### config.mk
export PLATFORM = sky130hd
export DESIGN_NAME = pfm_top
export DESIGN_NICKNAME = d
export VERILOG_FILES = /design/src/pfm_pkg.sv /design/src/pfm_attr.sv /design/src/pfm_top.sv
export SDC_FILE = /design/constraint.sdc
export NUM_CORES = 1
export LEC_CHECK = 0
export ABC_CLOCK_PERIOD_IN_PS = 13820
export BUFFER_PORTS_ARGS = -buffer_cell sky130_fd_sc_hd__clkbuf_2
export CAP_MARGIN = 0
export CORE_MARGIN = 2
export CORE_UTILIZATION = 30
export CTS_BUF_LIST = sky130_fd_sc_hd__clkbuf_2
export DETAILED_ROUTE_END_ITERATION = 16
export GPL_TIMING_DRIVEN = 0
export PLACE_DENSITY_LB_ADDON = 0.15
export SYNTH_ARGS = -nofsm -noshare
export SYNTH_HDL_FRONTEND = slang
export SYNTH_SLANG_ARGS = --single-unit
### constraint.sdc
create_clock -name clk -period 13.82 [get_ports clk]
set_input_delay 2.073 -clock clk [delete_from_list [all_inputs] [get_ports clk]]
set_output_delay 2.073 -clock clk [all_outputs]
set_load 0.1 [all_outputs]
### src/pfm_pkg.sv
// package: constants and types of the predictive failure monitor
package pfm_pkg;

  // ****************************************************************
  // clock and timing
  // ****************************************************************
  localparam int unsigned CLK_MHZ        = 200;
  localparam longint     PERIOD_S        = 7200;
  localparam longint     PERIOD_CYC      = PERIOD_S * 64'd1000000 * CLK_MHZ;
  localparam int unsigned RUN_LG_ONL_MS  = 150;
  localparam int unsigned RUN_LG_FULL_MS = 270;
  localparam int unsigned RUN_SM_ONL_MS  = 100;
  localparam int unsigned RUN_SM_FULL_MS = 190;
  localparam int unsigned RUN_LG_ONL_CYC  = RUN_LG_ONL_MS * 1000 * CLK_MHZ;
  localparam int unsigned RUN_LG_FULL_CYC = RUN_LG_FULL_MS * 1000 * CLK_MHZ;
  localparam int unsigned RUN_SM_ONL_CYC  = RUN_SM_ONL_MS * 1000 * CLK_MHZ;
  localparam int unsigned RUN_SM_FULL_CYC = RUN_SM_FULL_MS * 1000 * CLK_MHZ;

  // ****************************************************************
  // widths, reset values and report code
  // ****************************************************************
  localparam int unsigned TMR_W      = 48;
  localparam int unsigned RUN_W      = 32;
  localparam int unsigned CNT_W      = 16;
  localparam int unsigned HIST_W     = 8;
  localparam logic [15:0] SENSE_CODE = 16'h5D00;
  localparam logic [7:0]  SENSE_KEY  = 8'h01;
  localparam logic [CNT_W-1:0] CNT_RST = 16'h0000;

  typedef enum logic [1:0] {
    PFM_IDLE,
    PFM_WAIT,
    PFM_RUN
  } pfm_state_t;

endpackage : pfm_pkg

### src/pfm_attr.sv
// file: error-rate counters of one monitored attribute
`timescale 1ns/1ps
module pfm_attr
  import pfm_pkg::*;
(
  // clock and reset
  input  wire logic              clk,
  input  wire logic              rst_n,
  // control
  input  wire logic              enable,
  input  wire logic [CNT_W-1:0]  interval_len,
  input  wire logic [CNT_W-1:0]  err_threshold,
  input  wire logic [HIST_W-1:0] pred_threshold,
  // events
  input  wire logic              op_event,
  input  wire logic              err_event,
  // results
  output logic                   interval_done,
  output logic [HIST_W-1:0]      history,
  output logic                   predict
);

  // ****************************************************************
  // state
  // ****************************************************************
  typedef struct packed {
    logic [CNT_W-1:0]  ops;
    logic [CNT_W-1:0]  errs;
    logic [HIST_W-1:0] hist;
    logic              done;
    logic              pred;
  } pfm_attr_st_t;

  pfm_attr_st_t s_r, s_nxt;
  logic [CNT_W-1:0] ops_inc;
  logic [CNT_W-1:0] errs_inc;
  logic             bad;

  always_comb begin
    s_nxt      = s_r;
    s_nxt.done = 1'b0;
    ops_inc    = s_r.ops + (op_event ? 16'h0001 : 16'h0000);
    errs_inc   = (err_event && s_r.errs != 16'hFFFF) ? s_r.errs + 16'h0001 : s_r.errs;
    bad        = errs_inc > err_threshold;
    if (enable) begin
      s_nxt.ops  = ops_inc;
      s_nxt.errs = errs_inc;
      if (op_event && ops_inc >= interval_len) begin
        s_nxt.done = 1'b1;
        s_nxt.ops  = CNT_RST;
        s_nxt.errs = CNT_RST;
        if (bad) begin
          if (s_r.hist != 8'hFF)
            s_nxt.hist = s_r.hist + 8'h01;
        end else if (s_r.hist != 8'h00) begin
          s_nxt.hist = s_r.hist - 8'h01;
        end
      end
    end
    // latched predictive failure is sticky until rst_n resets the block
    if (s_nxt.hist >= pred_threshold && pred_threshold != 8'h00)
      s_nxt.pred = 1'b1;
  end

  always_ff @(posedge clk) begin
    if (!rst_n) begin
      s_r <= '0;
    end else begin
      s_r <= s_nxt;
    end
  end

  assign interval_done = s_r.done;
  assign history       = s_r.hist;
  assign predict       = s_r.pred;
endmodule : pfm_attr

### src/pfm_top.sv
// file: predictive failure monitor top
//
// What this block does
// exceptions-disable bit set suspends monitoring, run scheduling and reporting; an off-line run already in progress still runs to its end
// on-line data gathered from normal read/write traffic while enabled
// online-only bit set: no off-line measurement run starts; a run already in progress completes
// rezero forces a run now and restarts the two-hour timer
// time left to next scheduled run is readable for the log query
// scheduled run every two hours, started only when bus is idle
// run is uninterruptible; length 150/270 ms large, 100/190 ms small; every run here counts down RUN_FULL, RUN_ONL is unused
// predictive failure reports the fixed failure-prediction sense code
// latched failure report survives bus reset and power cycle
// per attribute, interval counter counts operations up to interval length
// per attribute, failure counter counts errors within the interval
// errors above threshold make the interval unacceptable, else acceptable
// both counters cleared after each classified interval
// history up on unacceptable, down on acceptable, never below zero
// history reaching predictive threshold signals predictive failure
// each attribute has its own history counter
// timer reloads with the two-hour period after each scheduled run
`timescale 1ns/1ps
module pfm_top
  import pfm_pkg::*;
#(
  parameter int unsigned     N_ATTR      = 4,
  parameter logic [TMR_W-1:0] PERIOD     = TMR_W'(PERIOD_CYC),
  parameter logic [RUN_W-1:0] RUN_ONL    = RUN_W'(RUN_LG_ONL_CYC),
  parameter logic [RUN_W-1:0] RUN_FULL   = RUN_W'(RUN_LG_FULL_CYC)
)(
  // clock and reset
  input  wire logic                     clk,
  input  wire logic                     rst_n,
  // mode page bits
  input  wire logic                     exceptions_disable_bit,
  input  wire logic                     online_only_bit,
  input  wire logic                     report_enable,
  input  wire logic [CNT_W-1:0]         interval_len,
  input  wire logic [CNT_W-1:0]         err_threshold,
  input  wire logic [HIST_W-1:0]        pred_threshold,
  // host commands and bus state (pins)
  input  wire logic                     rezero_command,
  input  wire logic                     bus_idle,
  // on-line traffic from the data path (same clock)
  input  wire logic [N_ATTR-1:0]        op_event,
  input  wire logic [N_ATTR-1:0]        err_event,
  // non-volatile failure latch
  input  wire logic                     nv_fail_in,
  output logic                          nv_fail_set,
  // off-line run
  output logic                          run_busy,
  output logic                          save_strobe,
  // host report
  output logic [TMR_W-1:0]              time_to_run,
  output logic                          sense_valid,
  output logic [7:0]                    sense_key,
  output logic [15:0]                   sense_code,
  output logic [N_ATTR*HIST_W-1:0]      history_out
);

  // ****************************************************************
  // pin synchronisers
  // ****************************************************************
  logic [2:0] sync1_r;
  logic [2:0] sync2_r;
  logic [2:0] pins;

  assign pins = {rezero_command, bus_idle, nv_fail_in};

  always_ff @(posedge clk) begin
    if (!rst_n) begin
      sync1_r <= 3'h0;
      sync2_r <= 3'h0;
    end else begin
      sync1_r <= pins;
      sync2_r <= sync1_r;
    end
  end

  logic rz_s;
  logic idle_s;
  logic nv_s;
  assign rz_s   = sync2_r[2];
  assign idle_s = sync2_r[1];
  assign nv_s   = sync2_r[0];

  // ****************************************************************
  // per-attribute counters
  // ****************************************************************
  logic              mon_en;
  logic [N_ATTR-1:0] attr_pred;
  logic [N_ATTR-1:0] attr_done;

  assign mon_en = !exceptions_disable_bit;

  for (genvar g = 0; g < N_ATTR; g++) begin : g_attr
    pfm_attr u_attr (
      .clk            (clk),
      .rst_n          (rst_n),
      .enable         (mon_en),
      .interval_len   (interval_len),
      .err_threshold  (err_threshold),
      .pred_threshold (pred_threshold),
      .op_event       (op_event[g]),
      .err_event      (err_event[g]),
      .interval_done  (attr_done[g]),
      .history        (history_out[g*HIST_W +: HIST_W]),
      .predict        (attr_pred[g])
    );
  end

  // ****************************************************************
  // state
  // ****************************************************************
  typedef struct packed {
    pfm_state_t        st;
    logic [TMR_W-1:0]  tmr;
    logic [RUN_W-1:0]  run;
    logic              rz_d;
    logic              forced;
    logic              save;
    logic              fail;
    logic              nvset;
  } pfm_top_st_t;

  pfm_top_st_t s_r, s_nxt;
  logic        rz_pulse;

  assign rz_pulse = rz_s && !s_r.rz_d;

  always_comb begin
    s_nxt       = s_r;
    s_nxt.rz_d  = rz_s;
    s_nxt.save  = 1'b0;
    s_nxt.nvset = 1'b0;
    // failure latch: reloaded from non-volatile copy so it outlives resets
    if (nv_s)
      s_nxt.fail = 1'b1;
    if (mon_en && |attr_pred && !s_r.fail) begin
      s_nxt.fail  = 1'b1;
      s_nxt.nvset = 1'b1;
    end
    unique case (s_r.st)
      PFM_IDLE: begin
        if (mon_en && !online_only_bit) begin
          if (s_r.tmr != '0)
            s_nxt.tmr = s_r.tmr - 1'b1;
          if (rz_pulse) begin
            s_nxt.tmr    = PERIOD;
            s_nxt.forced = 1'b1;
            s_nxt.st     = PFM_RUN;
            s_nxt.run    = RUN_FULL;
          end else if (s_r.tmr == '0) begin
            s_nxt.st = PFM_WAIT;
          end
        end
      end
      PFM_WAIT: begin
        if (!mon_en || online_only_bit) begin
          s_nxt.st = PFM_IDLE;
        end else if (rz_pulse || idle_s) begin
          s_nxt.forced = rz_pulse;
          s_nxt.tmr    = PERIOD;
          s_nxt.run    = RUN_FULL;
          s_nxt.st     = PFM_RUN;
        end
      end
      PFM_RUN: begin
        // no exit until the worst-case length has elapsed
        if (s_r.run != '0) begin
          s_nxt.run = s_r.run - 1'b1;
        end else begin
          s_nxt.save   = 1'b1;
          s_nxt.forced = 1'b0;
          s_nxt.tmr    = PERIOD;
          s_nxt.st     = PFM_IDLE;
        end
      end
    endcase
  end

  always_ff @(posedge clk) begin
    if (!rst_n) begin
      s_r     <= '0;
      s_r.tmr <= PERIOD;
    end else begin
      s_r <= s_nxt;
    end
  end

  // ****************************************************************
  // outputs
  // ****************************************************************
  assign run_busy    = (s_r.st == PFM_RUN);
  assign save_strobe = s_r.save;
  assign nv_fail_set = s_r.nvset;
  assign time_to_run = s_r.tmr;
  // reporting is held off while disabled or when the method is off
  assign sense_valid = s_r.fail && mon_en && report_enable;
  assign sense_key   = sense_valid ? SENSE_KEY : 8'h00;
  assign sense_code  = sense_valid ? SENSE_CODE : 16'h0000;
endmodule : pfm_top

==> results of run 1 <==
==> cells by family after synthesis <==
kind of cell    share of synthesized area
fa+ha+maj                           0.120
xor+xnor                           0.0740
flops                               0.261
simple gates                        0.262
other cells                      0.000191
buf+inv                            0.0802
mux                               0.00802
compound gates                      0.195
==> stage by stage <==
stage | instances | setup slack [ns] | power (uW) | hold slack [ns]
final | 3685 | 5.90 | 2390 | 0.435
after global routing | 3685 | 5.75 | 2550 | 0.448
after CTS | 3684 | 5.86 | 2410 | 0.441
after detailed placement | 3540 | 5.80 | 1760 | 0.421
after global placement | 3539 | 5.27 | 1750 | 0.418
after floorplan | 2539 | 7.25 | 1520 | 0.412
==> worst max-delay path: cells and delay by family <==
family	cells	cell delay, ns
simple gates	1	0.41
buf+inv	8	3.32
==> layout by cell type (no fill, tap or decap), drive strengths merged, types with 16 or more instances in the layout <==
master / Yosys / final
clkinv: 0 / 24
clkbuf: 104 / 363
ha: 189 / 189
inv: 87 / 90
a21o: 24 / 24
nor4: 37 / 37
nand3: 158 / 158
and3: 44 / 44
nand2b: 20 / 20
and2: 30 / 30
nor3: 81 / 81
or3: 43 / 43
nor2b: 16 / 16
a211oi: 27 / 27
xnor2: 95 / 95
dfxtp: 256 / 256
conb: 1 / 18
nand3b: 20 / 20
a31oi: 34 / 34
a22oi: 21 / 21
nor2: 217 / 217
a21oi: 181 / 181
or4: 24 / 24
o31ai: 16 / 16
buf: 118 / 119
xor2: 71 / 71
nand4: 58 / 58
o21ai: 130 / 130
nand2: 186 / 186
==> registers in the layout, summed over array words and instances (netlist names), 3 cells and up <==
signal,cells
g_attr.u_attr.s_r,128
time_to_run,48
s_r,36
g_attr.u_attr.history,32
g_attr.u_attr.predict,4
sync1_r,3
sync2_r,3
==> worst min path at each step <==
| stage | startpoint | end | slack, ns |
|---|---|---|---|
| 3_5_place_dp | sync1_r[0] | sync2_r[0] | 0.42 |
| 4_1_cts | sync1_r[1] | sync2_r[1] | 0.44 |
| 2_1_floorplan | sync1_r[0] | sync2_r[0] | 0.41 |
| 6_report | sync1_r[1] | sync2_r[1] | 0.44 |
| 3_3_place_gp | sync1_r[0] | sync2_r[0] | 0.42 |
| 5_1_grt | sync1_r[0] | sync2_r[0] | 0.45 |
==> layout make-up <==
type | instances | area (um^2)
repair buffers | 146 | 741
fillers | 7012 | 42300
clock inverters | 30 | 153
multi-input cells | 1974 | 13000
flip-flops and latches | 256 | 5120
diodes | 1 | 2.50
plain buffers | 222 | 1250
well taps | 855 | 1070
inverters | 87 | 327
clock buffers | 114 | 571
==> synth_stat cells (21+ instances only) <==
library cell	instances
a211oi_1	27
inv_1	87
and3_1	44
a21oi_1	179
nand2_1	185
buf_4	105
nor4_1	34
nand4_1	57
nor3_1	80
nand3_1	158
clkbuf_1	103
a21o_1	24
a31oi_1	34
or3_1	41
a22oi_1	21
ha_1	189
xor2_1	71
dfxtp_1	256
nor2_1	217
xnor2_1	95
o21ai_0	120
and2_1	29
==> power by group through the flow <==
| stage | registers, uW | clock network [uW] | logic, uW |
|---|---|---|---|
| after global placement | 838 | 0 | 914 |
| final | 824 | 643 | 928 |
| after detailed placement | 840 | 0 | 919 |
| after CTS | 823 | 668 | 923 |
| after floorplan | 832 | 0 | 685 |
| after global routing | 832 | 703 | 1010 |
==> per-layer routing <==
metal	wire length [um]	global-route usage	share of wire
met1	33500	0.286	0.46
met2	32100	0.332	0.44
met3	4800	0.0359	0.066
met4	2480	0.0875	0.034
met5	13	0	0.00018
==> qor.txt, run 1 <==
area leader, netlist -> dfxtp_1
Clock Sinks -> 256
router iterations before antenna repair -> 5
CP Capture Point -> sense_code[11]
area delta synth->final -> 13.3%
P_leak -> 0.00927 uW
DIE WIDTH -> 260 um
RSZ-0062 raised after global routing -> no
Int Power -> 1290 uW
power density over the cells -> 108 mW/mm^2
Final Max Tran Viols -> 0
worst IR drop on VDD -> 81.0 uV
Worst-Margin Slew -> 1.21 ns
post-synth top area share -> 0.261
pin count of the biggest net entering global routing -> 13
number of synthesized flops with an enable pin -> 0
Max Cap Violations -> 0
Post-DP Area -> 0.0215 mm^2
first-pass GRT wire length -> 111 mm
setup bufs post-CTS -> 0
depth of the most critical reg-to-reg path -> 22
Clock Path Buffers -> 3
biggest cell delay along the critical path -> 0.73 ns
Finished Cell Area -> 0.0223 mm^2
fin crit share -> 0.573
CP most frequent cell -> clkbuf_1
Gate power share -> 0.387
Critical Path RT -> 11.75 ns
number of global-route vias before repair -> 19000
Mapped Cells -> 2522
DR vias -> 20100
final hold violations -> 0
Post-Route WL -> 72.9 mm
Tmin final -> 7.92 ns
Setup crit start -> exceptions_disable_bit
worst path arrival time -> 5.85 ns
row cnt -> 93
reg-to-reg critical path startpoint -> g_attr[1].u_attr.s_r[21]
Clk Latency, worst-skew pair -> 1.10 ns
Final nets -> 3015
Clock Power Share -> 0.269
hold path cells -> 1
slew margin rel. -> 0.188
wire per inst -> 19.8 um
worst min-delay path category -> register to register
total track usage -> 0.212
Final ANT Viol Nets -> 0
ys async rst share -> 0
Net Switching -> 1110 uW
dominant synthesized flop cell -> dfxtp_1
critical path start-end classification -> input port to primary output
Netlist cell types -> 87
Synth Cell Area -> 0.0196 mm^2
CP endpoint kind -> primary output
TritonCTS clock tree -> done
crit-path cells -> clkbuf_2, clkbuf_1, inv_1, clkbuf_1, clkbuf_1, clkbuf_1, and3_1, buf_4, clkbuf_2
syn_area_per_cell -> 7.79 um^2
reg2reg end -> g_attr[1].u_attr.predict
setup TNS -> 0 ns
Root Buffer -> clkbuf_2
fmax -> 0.126 GHz
routability cong. -> 0.874
slowest cell on the critical path -> clkbuf_1
final setup fails -> 0
CTS Buf Count -> 83
fin util -> 0.345
initial antenna violation count -> 4
Clock transition at path regs -> 0.09 ns
htree depth -> 3
die area -> 0.0675 mm^2
IO buf count -> 145
fraction of layout cells with a size suffix above 1 -> 0.150
Die H -> 260 um
flip-flop and latch count after synthesis -> 256
number of vias per cell -> 5.44
hold bufs inserted after CTS -> 0
Initial Utilization -> 0.304
Seq/Total Area, Yosys -> 0.261
worst clock skew -> 0.0792 ns
largest cells by area after synthesis -> dfxtp_1, ha_1, a21oi_1, xnor2_1, nor2_1
Sw Ratio -> 0.462
core area -> 0.0646 mm^2
I/O pins -> 164
R2R Setup Slk -> 7.42 ns
Flop pwr share -> 0.344
YS warnings -> 0
Detail Placement HPWL -> 54.1 mm
CP Max Fanout -> 10
cts repair resizes -> 0
type of origin of the critical path -> input port
outcome -> finished, final reports clean
drt initial violations -> 1412
drt drc -> 0
global route overflow -> 0
Power figures use the tool's default switching activity.
==> inputs of run 2 (changes only) <==
ABC_AREA = 1   (was default)
ABC_CLOCK_PERIOD_IN_PS = 6300   (was 13820)
clock period = 6.3 ns   (was 13.82 ns; I/O delays follow)
==> run 2 against run 1 <==
Worst setup slack worse by 4.5 ns. Critical path depth up 18. Clock power up 99%. First-iteration DRC count down 6.6%. Total power up 74%. Critical path type is now register to register. Routed wire length down 4.5%. Via count up 5.0%. Global-route usage down 2.0 points. Design area up 6.4%. Synthesized cell count up 31%. Final cell count up 23%. Non-clock buffer count down 25.
==> qor.txt, run 2 <==
outcome -> finished, final reports clean (unchanged)
pin count of the biggest net entering global routing -> 12 (was 13)
fmax -> 0.203 GHz
drt drc -> 0 (unchanged)
synth cell count leaders -> nand2_1, nor2_1, inv_1 (was dfxtp_1, nor2_1, ha_1)
fin crit share -> 0.781
Clock Path Buffers -> 3 (unchanged)
WP buf/inv -> 3 (was 8)
type of origin of the critical path -> register (was input port)
syn_area_per_cell -> 6.36 um^2 (was 7.79 um^2)
biggest cell delay along the critical path -> 0.51 ns (was 0.73 ns)
Initial Utilization -> 0.302 (was 0.304)
Clk Latency, worst-skew pair -> 1.12 ns (was 1.10 ns)
area leader, netlist -> dfxtp_1 (unchanged)
worst IR drop on VDD -> 98.5 uV (was 81.0 uV)
Die H -> 269 um (was 260 um)
setup bufs post-CTS -> 0 (unchanged)
fraction of layout cells with a size suffix above 1 -> 0.123 (was 0.150)
CP most frequent cell -> nand2_1 (was clkbuf_1)
Final ANT Viol Nets -> 0 (unchanged)
Max Cap Violations -> 0 (unchanged)
TritonCTS clock tree -> done (unchanged)
Worst-Margin Slew -> 1.03 ns (was 1.21 ns)
fill cell total of the finished layout -> 7895 (was 7012)
post-synth top area share -> 0.243 (was 0.261)
slowest cell on the critical path -> nand3_1 (was clkbuf_1)
number of synthesized flops with an enable pin -> 0 (unchanged)
wire per inst -> 15.3 um (was 19.8 um)
largest cells by area after synthesis -> dfxtp_1, nand2_1, ha_1, a21oi_1, nor2_1 (was dfxtp_1, ha_1, a21oi_1, xnor2_1, nor2_1)
flip-flop and latch count after synthesis -> 256 (unchanged)
final cell count without fillers -> 4546 (was 3685)
area delta synth->final -> 12.4% (was 13.3%)
global route overflow -> 0 (unchanged)
first-pass GRT wire length -> 109 mm (was 111 mm)
P_leak -> 0.0114 uW (was 0.00927 uW)
htree depth -> 3 (unchanged)
commonest non-fill, non-tap cell in the layout -> nand2_1 (was clkbuf_2)
Detail Placement HPWL -> 54.3 mm (was 54.1 mm)
setup TNS -> 0 ns (unchanged)
Critical Path RT -> 7.18 ns (was 11.75 ns)
Mapped Cells -> 3313 (was 2522)
worst min-delay path category -> input port to register (was register to register)
Netlist cell types -> 52 (was 87)
final hold violations -> 0 (unchanged)
Clock transition at path regs -> 0.11 ns (was 0.09 ns)
dominant synthesized flop cell -> dfxtp_1 (unchanged)
cts repair resizes -> 0 (unchanged)
I/O pins -> 164 (unchanged)
CP delay by family, top -> simple AND/OR/NAND/NOR gates (was buffers and inverters)
CP endpoint kind -> register (was primary output)
Final Max Tran Viols -> 0 (unchanged)
number of global-route vias before repair -> 19700 (was 19000)
number of vias per cell -> 4.63 (was 5.44)
Synth Cell Area -> 0.0211 mm^2 (was 0.0196 mm^2)
most frequent cells in the layout -> nand2_1, nor2_1, inv_1 (was clkbuf_2, dfxtp_1, nor2_1)
CTS Buf Count -> 82 (was 83)
Tot Pwr -> 4160 uW (was 2390 uW)
RSZ-0062 raised after global routing -> no (unchanged)
ys async rst share -> 0 (unchanged)
Final nets -> 3806 (was 3015)
routability cong. -> 0.911 (was 0.874)
initial antenna violation count -> 2 (was 4)
Clock Sinks -> 256 (unchanged)
max reg flops -> 128 (unchanged)
register with the highest flop count -> g_attr.u_attr.s_r (unchanged)
hold bufs inserted after CTS -> 3 (was 0)
YS warnings -> 0 (unchanged)
die area -> 0.0723 mm^2 (was 0.0675 mm^2)
critical path start-end classification -> register to register (was input port to primary output)
router iterations before antenna repair -> 6 (was 5)
total track usage -> 0.192 (was 0.212)
Root Buffer -> clkbuf_2 (unchanged)
row cnt -> 97 (was 93)
slew margin rel. -> 0.313 (was 0.188)
Tmin final -> 4.92 ns
core area -> 0.0698 mm^2 (was 0.0646 mm^2)
drt initial violations -> 1319 (was 1412)
Post-Route WL -> 69.6 mm (was 72.9 mm)
final setup fails -> 0 (unchanged)
count leader, synth -> nand2_1 (was dfxtp_1)
IO buf count -> 144 (was 145)
CP Max Fanout -> 9 (was 10)
worst path arrival time -> 5.80 ns (was 5.85 ns)
Seq/Total Area, Yosys -> 0.243 (was 0.261)
placed cells -> 4414 (was 3540)
worst clock skew -> 0.135 ns (was 0.0792 ns)
DR vias -> 21100 (was 20100)
DIE WIDTH -> 269 um (was 260 um)
power density over the cells -> 176 mW/mm^2 (was 108 mW/mm^2)
==> run 2: power by group <==
part	internal, uW	switching (uW)
Clock	453	828
Sequential	1660	66.0
Combinational	315	837
Total	2430	1730
==> run 2: cells by family (layout without fill, tap and decap cells) <==
kind of cell	count (synthesis)	count (layout)	synth area share
and+or+nand+nor	1718	1718	0.346
buffers and inverters	548	821	0.121
AOI/OAI and AO/OA	441	441	0.111
DFF	256	256	0.243
adders and majority gates	189	189	0.112
xor gates and xnor gates	160	160	0.0665
other	1	21	0.000178
==> run 2: cell type report <==
| cell class | instances | area [um^2] | area share |
|---|---|---|---|
| well taps | 940 | 1180 | 0.0497 |
| diodes | 3 | 7.51 | 0.000317 |
| clock inverters | 19 | 83.8 | 0.00354 |
| clock buffers | 107 | 536 | 0.0226 |
| plain buffers | 196 | 1220 | 0.0516 |
| inverters | 352 | 1320 | 0.0559 |
| multi-input cells | 2526 | 13500 | 0.568 |
| repair buffers | 147 | 751 | 0.0317 |
| flip-flops and latches | 256 | 5120 | 0.216 |
==> run 2: path summary, 6_finish.rpt <==
check,startpoint,cells past startpoint,to,slack [ns]
max,g_attr[2].u_attr.s_r[11],27,g_attr[2].u_attr.predict,1.38
min,op_event[3],4,g_attr[3].u_attr.s_r[26],0.32
max reg2reg,g_attr[2].u_attr.s_r[11],27,g_attr[2].u_attr.predict,1.38
min reg2reg,sync2_r[0],2,s_r[1],0.43
==> run 2: through the flow <==
| stage | area (um^2) | hold slack, ns | worst slack [ns] | util |
|---|---|---|---|---|
| after global placement | 23000 | 0.403 | 0.854 | 0.330 |
| after CTS | 23700 | 0.167 | 1.44 | 0.339 |
| after floorplan | 21100 | 0.390 | 2.01 | - |
| after global routing | 23700 | 0.284 | 0.861 | 0.339 |
| final | 23700 | 0.322 | 1.38 | 0.339 |
| after detailed placement | 23000 | 0.405 | 0.898 | 0.330 |
==> run 2: tightest hold or removal path: cells and delay by family <==
kind / cells / cell delay, ns
adder cells (fa/ha/maj): 1 / 0.15
AO/OA/AOI/OAI: 1 / 0.10
AND/OR/NAND/NOR: 1 / 0.05
buffers and inverters: 1 / 0.11
==> run 2: metal layers <==
metal / up-vias / GRT usage / routed length (um)
met2: 431 / 0.302 / 30200
met4: 0 / 0.0563 / 1610
met3: 101 / 0.0289 / 3340
met1: 9411 / 0.270 / 34500
li1: 11100 / - / -
met5: - / 0 / 0
